`src/ppf_pkg.sv`:
```
// Shared constants for the port pin function control block.
package ppf_pkg;

   // Port width and bus address width.
   localparam int PORT_W = 8;
   localparam int ADDR_W = 18;

   // Register indexes; the byte address is four times the index.
   localparam logic [15:0] IDX_PB_DIR  = 16'hFFD4;
   localparam logic [15:0] IDX_PB_DATA = 16'hFFD6;
   localparam logic [15:0] IDX_CFG     = 16'hFFD8;
   localparam logic [15:0] IDX_DMA     = 16'hFFDA;
   localparam logic [15:0] IDX_PRESC   = 16'hFFDC;

   // Reset values and the direction register read value.
   localparam logic [7:0]  PB_DIR_RST   = 8'h00;
   localparam logic [7:0]  PB_DATA_RST  = 8'h00;
   localparam logic [15:0] CFG_RST      = 16'h0000;
   localparam logic [15:0] DMA_RST      = 16'h0000;
   localparam logic [15:0] PRESC_RST    = 16'h0000;
   localparam logic [31:0] DIR_READBACK = 32'h0000_00FF;

   // Configuration register fields.
   localparam int CFG_PE0    = 0;
   localparam int CFG_PE1    = 1;
   localparam int CFG_PE15   = 2;
   localparam int CFG_TRG    = 3;
   localparam int CFG_PHASE  = 4;
   localparam int CFG_PA_DIR = 8;
   localparam int CFG_PA_LAT = 12;

   // Transfer-source select fields: channel base, then bit in group.
   localparam int DMA_CH0   = 0;
   localparam int DMA_CH1   = 8;
   localparam int DMA_SEL_W = 5;
   localparam int DMA_AHI   = 4;
   localparam int DMA_AMID  = 3;
   localparam int DMA_ALO   = 2;
   localparam int DMA_BHI   = 1;
   localparam int DMA_BMID  = 0;

   // Prescaler select fields: five 3-bit fields from bit 0.
   localparam int          TIMER_CH  = 5;
   localparam int          PSC_W     = 3;
   localparam logic [2:0]  PSC_CLK_A = 3'h4;
   localparam logic [2:0]  PSC_CLK_B = 3'h5;

endpackage

```
`src/ppf_port.sv`:
```
// Port B and port A pin function control with an APB register slave.
`timescale 1ns/10ps
module ppf_port
   import ppf_pkg::*;
#(
   parameter int W = PORT_W
) (
   // Clock, reset and standby controls.
   input  wire logic              clk_in,
   input  wire logic              srst_in,
   input  wire logic              hw_standby_in,
   input  wire logic              sw_standby_in,
   // APB slave.
   input  wire logic              psel_in,
   input  wire logic              penable_in,
   input  wire logic              pwrite_in,
   input  wire logic [ADDR_W-1:0] paddr_in,
   input  wire logic [31:0]       pwdata_in,
   input  wire logic [3:0]        pstrb_in,
   output logic      [31:0]       prdata_out,
   output logic                   pready_out,
   output logic                   pslverr_out,
   // Alternate output sources from other blocks.
   input  wire logic              pattern_pulse_out_0_in,
   input  wire logic              pattern_pulse_out_1_in,
   input  wire logic              pattern_pulse_out_15_in,
   input  wire logic              transfer_end_out_0_in,
   input  wire logic              transfer_end_out_1_in,
   // Port B pins.
   input  wire logic [W-1:0]      pb_in,
   output logic      [W-1:0]      pb_out,
   output logic      [W-1:0]      pb_oe_n_out,
   // Port A pins one and zero.
   input  wire logic [1:0]        pa_in,
   output logic      [1:0]        pa_out,
   output logic      [1:0]        pa_oe_n_out,
   // Alternate inputs routed to other blocks.
   output logic                   dma1_request_n_out,
   output logic                   converter_trigger_n_out,
   output logic                   timer_ext_clock_a_out,
   output logic                   timer_ext_clock_b_out
);

   // Register state.
   logic [W-1:0] port_b_direction;
   logic [W-1:0] port_b_output_latch;
   logic [15:0]  cfg;
   logic [15:0]  dma_sel;
   logic [15:0]  presc;

   // Filtered pin levels.
   logic [W-1:0] pb_level;
   logic [1:0]   pa_level;

   // Bus decode.
   logic         acc_done;
   logic         acc_start;
   logic         wr_en;
   logic [15:0]  idx;
   logic         idx_hit;
   logic [31:0]  next_prdata;
   logic [15:0]  wmask;

   // Pin function selections.
   logic         setting_one_0;
   logic         setting_one_1;
   logic         clk_a_sel;
   logic         clk_b_sel;
   logic [W-1:0] next_pb_out;
   logic [1:0]   next_pa_out;
   logic [1:0]   next_pa_oe_n;
   logic         frozen;
   logic         cleared;

   assign cleared = srst_in | hw_standby_in;
   assign frozen  = sw_standby_in;

   // Pins pass the three-stage filter before any use.
   ppf_sync #(.W(W)) u_sync_b (
      .clk_in    (clk_in),
      .srst_in   (srst_in),
      .async_in  (pb_in),
      .level_out (pb_level)
   );

   ppf_sync #(.W(2)) u_sync_a (
      .clk_in    (clk_in),
      .srst_in   (srst_in),
      .async_in  (pa_in),
      .level_out (pa_level)
   );

   // Both transfer channels share one decoder design.
   ppf_dma_decode u_dec0 (
      .sel_in          (dma_sel[DMA_CH0 +: DMA_SEL_W]),
      .setting_one_out (setting_one_0)
   );

   ppf_dma_decode u_dec1 (
      .sel_in          (dma_sel[DMA_CH1 +: DMA_SEL_W]),
      .setting_one_out (setting_one_1)
   );

   // The access phase waits one cycle so that all answers are registered.
   assign acc_start = psel_in & penable_in & ~pready_out;
   assign acc_done  = psel_in & penable_in & pready_out;
   assign idx       = paddr_in[17:2];
   assign idx_hit   = (paddr_in[1:0] == 2'h0) &&
                      ((idx == IDX_PB_DIR) || (idx == IDX_PB_DATA) ||
                       (idx == IDX_CFG) || (idx == IDX_DMA) ||
                       (idx == IDX_PRESC));
   assign wr_en     = acc_done & pwrite_in & idx_hit & ~frozen;
   assign wmask     = {{8{pstrb_in[1]}}, {8{pstrb_in[0]}}};

   // Ready and error answer, valid at the edge that ends the transfer.
   always_ff @(posedge clk_in) begin
      if (srst_in) begin
         pready_out  <= 1'b0;
         pslverr_out <= 1'b0;
      end else begin
         pready_out  <= acc_start;
         pslverr_out <= acc_start & ~idx_hit;
      end
   end

   // Read data mux; unmapped reads return zero.
   always_comb begin
      next_prdata = 32'h0000_0000;
      unique case (1'b1)
         idx_hit && (idx == IDX_PB_DIR):
            next_prdata = DIR_READBACK;
         idx_hit && (idx == IDX_PB_DATA):
            next_prdata[W-1:0] =
               (port_b_output_latch & port_b_direction) |
               (pb_level & ~port_b_direction);
         idx_hit && (idx == IDX_CFG): begin
            next_prdata[15:0] = cfg;
            next_prdata[CFG_PA_LAT +: 2] =
               (cfg[CFG_PA_LAT +: 2] & cfg[CFG_PA_DIR +: 2]) |
               (pa_level & ~cfg[CFG_PA_DIR +: 2]);
         end
         idx_hit && (idx == IDX_DMA):
            next_prdata[15:0] = dma_sel;
         idx_hit && (idx == IDX_PRESC):
            next_prdata[15:0] = presc;
         default:
            next_prdata = 32'h0000_0000;
      endcase
   end

   // Read data is captured at the same edge as ready rises.
   always_ff @(posedge clk_in) begin
      if (srst_in) begin
         prdata_out <= 32'h0000_0000;
      end else if (acc_start && !pwrite_in) begin
         prdata_out <= next_prdata;
      end
   end

   // Port B registers; hardware standby clears, software standby holds.
   always_ff @(posedge clk_in) begin
      if (cleared) begin
         port_b_direction    <= PB_DIR_RST;
         port_b_output_latch <= PB_DATA_RST;
      end else if (wr_en && pstrb_in[0]) begin
         if (idx == IDX_PB_DIR) begin
            port_b_direction <= pwdata_in[W-1:0];
         end
         if (idx == IDX_PB_DATA) begin
            port_b_output_latch <= pwdata_in[W-1:0];
         end
      end
   end

   // Selection registers gathered from neighbouring blocks.
   always_ff @(posedge clk_in) begin
      if (cleared) begin
         cfg     <= CFG_RST;
         dma_sel <= DMA_RST;
         presc   <= PRESC_RST;
      end else if (wr_en) begin
         if (idx == IDX_CFG) begin
            cfg <= (cfg & ~wmask) | (pwdata_in[15:0] & wmask);
         end
         if (idx == IDX_DMA) begin
            dma_sel <= (dma_sel & ~wmask) | (pwdata_in[15:0] & wmask);
         end
         if (idx == IDX_PRESC) begin
            presc <= (presc & ~wmask) | (pwdata_in[15:0] & wmask);
         end
      end
   end

   // Any timer channel selecting an external clock claims the pin.
   always_comb begin
      clk_a_sel = cfg[CFG_PHASE];
      clk_b_sel = cfg[CFG_PHASE];
      for (int c = 0; c < TIMER_CH; c++) begin
         if (presc[c*PSC_W +: PSC_W] == PSC_CLK_A) begin
            clk_a_sel = 1'b1;
         end
         if (presc[c*PSC_W +: PSC_W] == PSC_CLK_B) begin
            clk_b_sel = 1'b1;
         end
      end
   end

   // Port B output value per pin; only pin seven has an alternate.
   for (genvar i = 0; i < W; i++) begin : g_pb
      if (i == W - 1) begin : g_alt
         assign next_pb_out[i] = cfg[CFG_PE15] ?
            pattern_pulse_out_15_in : port_b_output_latch[i];
      end else begin : g_plain
         assign next_pb_out[i] = port_b_output_latch[i];
      end
   end

   // Port A pins one and zero: transfer end wins in setting one.
   always_comb begin
      next_pa_oe_n = ~cfg[CFG_PA_DIR +: 2];
      next_pa_out[0] = cfg[CFG_PE0] ?
         pattern_pulse_out_0_in : cfg[CFG_PA_LAT];
      next_pa_out[1] = cfg[CFG_PE1] ?
         pattern_pulse_out_1_in : cfg[CFG_PA_LAT + 1];
      if (setting_one_0) begin
         next_pa_out[0]  = transfer_end_out_0_in;
         next_pa_oe_n[0] = 1'b0;
      end
      if (setting_one_1) begin
         next_pa_out[1]  = transfer_end_out_1_in;
         next_pa_oe_n[1] = 1'b0;
      end
   end

   // Pin drivers are frozen in software standby so outputs hold.
   always_ff @(posedge clk_in) begin
      if (cleared) begin
         pb_out      <= '0;
         pb_oe_n_out <= '1;
         pa_out      <= 2'h0;
         pa_oe_n_out <= 2'h3;
      end else if (!frozen) begin
         pb_out      <= next_pb_out;
         pb_oe_n_out <= ~port_b_direction;
         pa_out      <= next_pa_out;
         pa_oe_n_out <= next_pa_oe_n;
      end
   end

   // Alternate inputs read the same filtered level as port reads.
   always_ff @(posedge clk_in) begin
      if (cleared) begin
         dma1_request_n_out      <= 1'b1;
         converter_trigger_n_out <= 1'b1;
         timer_ext_clock_a_out   <= 1'b0;
         timer_ext_clock_b_out   <= 1'b0;
      end else begin
         dma1_request_n_out <= setting_one_1 ?
            pb_level[W-1] : 1'b1;
         converter_trigger_n_out <= cfg[CFG_TRG] ?
            pb_level[W-1] : 1'b1;
         timer_ext_clock_a_out <= clk_a_sel & pa_level[0];
         timer_ext_clock_b_out <= clk_b_sel & pa_level[1];
      end
   end
endmodule

```
`src/ppf_sync.sv`:
```
// Three-stage input synchroniser that accepts a change once stages agree.
`timescale 1ns/10ps
module ppf_sync
   import ppf_pkg::*;
#(
   parameter int W = PORT_W
) (
   // Clock and reset.
   input  wire logic         clk_in,
   input  wire logic         srst_in,
   // Raw pin levels and filtered result.
   input  wire logic [W-1:0] async_in,
   output logic      [W-1:0] level_out
);

   logic [W-1:0] stage1;
   logic [W-1:0] stage2;
   logic [W-1:0] stage3;

   // Shift chain; stage1 feeds stage2 alone to keep metastability away.
   always_ff @(posedge clk_in) begin
      if (srst_in) begin
         stage1 <= '0;
         stage2 <= '0;
         stage3 <= '0;
      end else begin
         stage1 <= async_in;
         stage2 <= stage1;
         stage3 <= stage2;
      end
   end

   // Each bit only moves when the last two stages agree.
   for (genvar i = 0; i < W; i++) begin : g_bit
      always_ff @(posedge clk_in) begin
         if (srst_in) begin
            level_out[i] <= 1'b0;
         end else if (stage2[i] == stage3[i]) begin
            level_out[i] <= stage3[i];
         end
      end
   end

endmodule

```
`src/ppf_dma_decode.sv`:
```
// Decoder of one transfer channel's source select into setting one.
`timescale 1ns/10ps
module ppf_dma_decode
   import ppf_pkg::*;
(
   // Five select bits of one channel.
   input  wire logic [DMA_SEL_W-1:0] sel_in,
   // High when the channel is in setting one.
   output logic                      setting_one_out
);

   logic a_both;

   // Setting one covers nine select codes from three product terms; all else is setting two.
   always_comb begin
      a_both = sel_in[DMA_AHI] & sel_in[DMA_AMID];
      setting_one_out =
         (~a_both & sel_in[DMA_BHI] & sel_in[DMA_BMID]) |
         (a_both & ~sel_in[DMA_ALO] & sel_in[DMA_BHI]) |
         (a_both & sel_in[DMA_ALO] & sel_in[DMA_BHI] &
          sel_in[DMA_BMID]);
   end

endmodule

```
`config.mk`:
```
export PLATFORM = sky130hd
export DESIGN_NAME = ppf_port
export DESIGN_NICKNAME = d
export VERILOG_FILES = /design/src/ppf_pkg.sv /design/src/ppf_port.sv /design/src/ppf_sync.sv /design/src/ppf_dma_decode.sv
export SDC_FILE = /design/constraint.sdc
export NUM_CORES = 1
export LEC_CHECK = 0
export BUFFER_PORTS_ARGS = -buffer_cell sky130_fd_sc_hd__buf_2
export CORE_MARGIN = 5
export CORE_UTILIZATION = 47
export CTS_CLUSTER_DIAMETER = 120
export DETAILED_ROUTE_END_ITERATION = 8
export PLACE_DENSITY = 0.72
export RECOVER_POWER = 100
export SYNTH_ARGS = -nofsm -noshare
export SYNTH_HDL_FRONTEND = slang
export SYNTH_SLANG_ARGS = --single-unit
```
`constraint.sdc`:
```
create_clock -name clk_in -period 4.5 [get_ports clk_in]
set_clock_uncertainty 0.15 [all_clocks]
set_input_delay 0.675 -clock clk_in [delete_from_list [all_inputs] [get_ports clk_in]]
set_output_delay 0.675 -clock clk_in [all_outputs]
set_load 0.1 [all_outputs]
```
=== Word-level counts from Yosys, hierarchy flattened ===
Cells that the tools add are included.

* Output and inout bits: 58
* Memories kept: 0
* Register bits after elaboration: 146
* Input port bits: 76
* Bits in read-only memories: 0
* RAM bits: 0
* Latch bits: 0

* Muxes and demuxes: 19
* Equality and inequality tests: 25
* Div/mod/pow operators: 0
* $mul: 0
* Order comparisons: 0
* Shift-type cells: 0
* Reduce and logical (&&, ||, !) cells: 21
* Bitwise gates (word level): 55
* Add/sub/neg operators: 0

{| class="wikitable"
|+ Operator list
! kind !! number
|-
| == test 16 bit (second input constant) || 5
|-
| AND 16 bit || 4
|-
| OR 16 bit || 3
|-
| one-hot mux 8 bit (5 select lines) || 1
|-
| == test 3 bit (second input constant) || 10
|-
| AND 1 bit || 25
|-
| one-hot mux 8 bit (3 select lines) || 1
|-
| two-way mux 1 bit || 17
|-
| AND 8 bit || 2
|-
| NOT 16 bit || 1
|-
| == test 1 bit || 10
|-
| AND reduction 2 bit || 5
|-
| NOT 1 bit || 9
|-
| logical AND 1 bit || 8
|-
| NOT 8 bit || 1
|-
| OR 8 bit || 1
|-
| OR 1 bit || 5
|-
| AND 2 bit || 2
|-
| logical OR 1 bit || 4
|-
| OR reduction 2 bit || 2
|-
| zero test 2 bit || 1
|-
| NOT 2 bit || 1
|-
| OR 2 bit || 1
|-
| zero test 1 bit || 1
|}

=== Depth between registers and ports, before layout ===
* Depth after elaboration: 10
* Gate-level depth with buffers: 6

=== Cells and area by module ===
From an unflattened synthesis, not the netlist that was laid out.

* Cells, all modules: 590
* Area total of the unflattened synthesis: 5920.7 um^2

{| class="wikitable"
|+ By module, submodules not included
! module !! instances !! cells an instance !! seq. area each (um^2) !! area an instance (um^2)
|-
| ppf_port || 1 || 481 || 2122.0 || 4737.0
|-
| ppf_sync (u_sync_b) || 1 || 83 || 640.6 || 923.4
|-
| ppf_sync (u_sync_a) || 1 || 20 || 160.2 || 227.7
|-
| ppf_dma_decode || 2 || 3 || 0.0 || 16.3
|}

=== Worst setup path after synthesis ===
OpenSTA, ideal clock, no wires.

* Kind: register to register
* Start point: register pready_out
* End point: register port_b_output_latch[0]
* Data required time: 4223 ps
* Arrival time: 2298 ps
* Path slack: 1925 ps
* Stages on the path, launching flop included: 5
* Clock period less this slack: 2575 ps
* Cells stage by stage: dfxtp_1 nand4_1 nor3_1 nand4_2 mux2i_1

* Longest elaborated chain between the ends: 6

{| class="wikitable"
|+ Ends and longest elaborated chain
! element !! RTL line !! RTL
|-
| from (decl) || ppf_port.sv:21 || <nowiki>output logic pready_out,</nowiki>
|-
| from (signal assigned) || ppf_port.sv:121 || <nowiki>pready_out <= acc_start;</nowiki>
|-
| AND 1 bit || ppf_port.sv:106 || <nowiki>assign acc_done = psel_in & penable_in & pready_out;</nowiki>
|-
| AND 1 bit (3 in a row) || ppf_port.sv:112 || <nowiki>assign wr_en = acc_done & pwrite_in & idx_hit & ~frozen;</nowiki>
|-
| logical AND 1 bit || ppf_port.sv:165 || <nowiki>end else if (wr_en && pstrb_in[0]) begin</nowiki>
|-
| AND reduction 2 bit (no source line) || n/a ||
|-
| to (signal assigned) || ppf_port.sv:170 || <nowiki>port_b_output_latch <= pwdata_in[W-1:0];</nowiki>
|-
| to (decl) || ppf_port.sv:46 || <nowiki>logic [W-1:0] port_b_output_latch;</nowiki>
|}

Every way passes these cells.
A chain may end at the register's enable or synchronous reset.

==> flow_metrics.py <==
metrics = {
    "run_status": {
        "outcome": "finished with violations",
        "violations": "capacitance limit, slew limit",
    },
    "sta": {
        "slew_viol_final": 62,
        "max_slew_margin_pct": -18.9,
        "fmax_ghz": 0.318,
        "timing.final.crit_share_pct": 70.0,
        "tns_ns": 0,
        "final_hold_viol_count": 0,
        "setup_viol": 0,
        "finalWorstSetupSlack_ns": 1.35,
        "tightest_slew_ns": 1.78,
        "period_needed_ns": 3.15,
        "rsz0062_at_grt": "no",
    },
    "clock_tree": {
        "cts-buffers-inserted": 17,
        "clockRootBuffer": "clkbuf_16",
        "insertion_delay_ns": 0.42,
        "postCtsSetupBuffers": 0,
        "clk_pin_slew_worst_paths_ns": 0.06,
        "cts_buffer_depth": 2,
        "cts.htree.levels": 4,
        "ctsResizeCount": 0,
        "postCtsHoldBufs": 0,
        "cts_tree": "done",
        "cts_sinks": 146,
    },
    "cells_and_area": {
        "syn_to_final_growth_pct": 18.2,
        "drive_gt1_share_pct": 18.2,
        "nets": 774,
        "antenna_cells": 0,
    },
    "placed_design": {
        "dpl.hpwl_mm": 10.3,
        "dpl_worst_slack_ns": 1.44,
        "place_congestion": 0.822,
        "io_buffer_count": 99,
    },
    "worst_hold_path": {
        "worstHoldPathType": "reg2reg",
    },
    "setup_path": {
        "critical-path-top-delay-family": "compound AO/OA/AOI/OAI gates",
        "arrival_ns": 3.29,
        "critPathMaxStageDelay_ns": 1.24,
        "rrSetupSlack_ns": 2.28,
        "path_buf_inv": 1,
        "worstSetupEndpointType": "register",
        "cp.required_ns": 4.64,
        "path_class": "in2reg",
        "cp-start-kind": "input pin",
        "path_cells": "clkbuf_1 > a31oi_1 > a32oi_1 > o21ai_0",
        "cp_slowest_cell": "clkbuf_1",
        "crit_fanout": 44,
    },
    "grt": {
        "grt_pass1_vias": 4496,
        "grt_pass1_wl_mm": 22.6,
        "antenna_found_initial": 0,
        "grt_remaining_overflow": 0,
        "grt_use_total_pct": 19.7,
        "grt_max_degree": 45,
    },
    "detailed_routing": {
        "vias_per_cell": 5.26,
        "wl_mm": 14.3,
        "drc_errors": 0,
        "drt-initial-drc-count": 350,
        "vias": 4634,
        "wl_per_cell_um": 16.3,
        "first_pass_iters": 5,
        "final_antenna_net_count": 0,
    },
    "synth": {
        "synthAdderAreaFrac_pct": 0,
        "ys_types": 48,
        "synth-simple-area-share_pct": 19.1,
        "muxShareOfSynthArea_pct": 18.6,
        "yosysWarnings": 0,
        "synth_xor_area_share_pct": 0,
        "synth_edf_count": 0,
        "synthCells": 601,
        "async_flop_share_pct": 0,
        "seq_area_frac_synth_pct": 48.8,
        "synth_seq_cells": 146,
        "synth_top_family_by_area": "simple AND/OR/NAND/NOR gates",
        "synth_area_um2": 5980,
        "syn_area_per_cell_um2": 9.96,
        "synth_compound_area_share_pct": 8.36,
        "synth_flop_cell": "dfxtp_1",
    },
    "power_and_ir_drop": {
        "p_leak_nw": 3.01,
        "ir_worst_vdd_uv": 193,
        "power_density_nw_per_um2": 398,
    },
    "die": {
        "coreArea_um2": 12600,
        "start_util_pct": 47.6,
        "die_w_um": 123,
        "io_pins": 134,
        "num_rows": 41,
        "die_h_um": 123,
        "die_area_um2": 15100,
    },
    "job": {
        "drv_cap": 2,
    },
}
[where the power goes]
part / switching (mW) / internal, mW / leakage [nW]
Clock: 0.510 / 0.820 / 0.271
Combinational: 0.136 / 0.0406 / 1.56
Sequential: 0.00445 / 1.31 / 1.18
Total: 0.651 / 2.17 / 3.01
[per-stage QoR]
stage / hold WS [ns] / std cells / utilization, % / total power, mW / area (µm²)
3_3_place_gp: 0.268 / 851 / 52.4 / 1.51 / 6580
6_report: 0.285 / 881 / 56.3 / 2.82 / 7070
2_1_floorplan: 0.219 / 616 / - / 1.48 / 6040
3_5_place_dp: 0.273 / 851 / 52.4 / 1.52 / 6580
5_1_grt: 0.312 / 881 / 56.3 / 2.91 / 7070
4_1_cts: 0.286 / 881 / 56.8 / 2.84 / 7140
[routing by layer]
metal	wire length (µm)	up-vias	track usage, %
li1	-	2252	-
met1	6080	2193	24.5
met2	6830	159	32.4
met3	1130	30	5.81
met4	306	0	7.07
met5	0	-	0
[cell families after synthesis]
kind of cell,Yosys count
other cells,1
compound gates,78
flops,146
simple gates,206
mux,108
buf+inv,62
[worst paths after layout]
check / depth (start not counted) / to / start
worst max-delay path: 4 / prdata_out[14]$_SDFFE_PP0P_ / srst_in
worst min-delay path: 1 / u_sync_b.stage2[1]$_SDFF_PP0_ / u_sync_b.stage1[1]$_SDFF_PP0_
worst max register to register: 4 / prdata_out[14]$_SDFFE_PP0P_ / pready_out$_SDFF_PP0_
worst min register to register: 1 / u_sync_b.stage2[1]$_SDFF_PP0_ / u_sync_b.stage1[1]$_SDFF_PP0_
[worst reg2reg max path: cells and delay by family, from the launching register on]
family	cells	cell delay, ns
compound gates	3	1.55
flops	1	0.37
simple gates	1	0.06
[cell usage after synthesis, drive strengths merged (8+ instances only)]
library cell,n,area (µm²)
nor2b,30,188
a32oi,15,131
nand2,105,394
o22ai,8,50.1
dfxtp,146,2920
a21oi,13,68.8
mux2i,84,841
inv,19,71.3
nor2,20,75.1
clkbuf,20,75.1
buf,22,151
mux2,24,270
o21ai,30,150
nand4,10,159
[cell usage in the layout (no fill, tap or decap), types with 6 or more instances in the layout]
cell type	instances
a21oi_1	12
a32oi_1	15
buf_2	56
clkbuf_1	48
clkbuf_16	17
conb_1	16
dfxtp_1	146
inv_1	19
mux2_2	24
mux2i_1	84
nand2_1	105
nand2b_1	7
nand3_1	6
nand4_4	6
nor2_1	19
nor2b_1	30
o21ai_0	30
o22ai_1	8
[final cells by class]
cell class	count	area (µm²)
inverters	20	75.1
clock buffers	20	447
multi-input cells	408	2820
clock inverters	10	113
flip-flops and latches	146	2920
repair buffers	105	475
well taps	172	215
fillers	1102	5500
No activity file was read; power rests on OpenSTA's default activity.
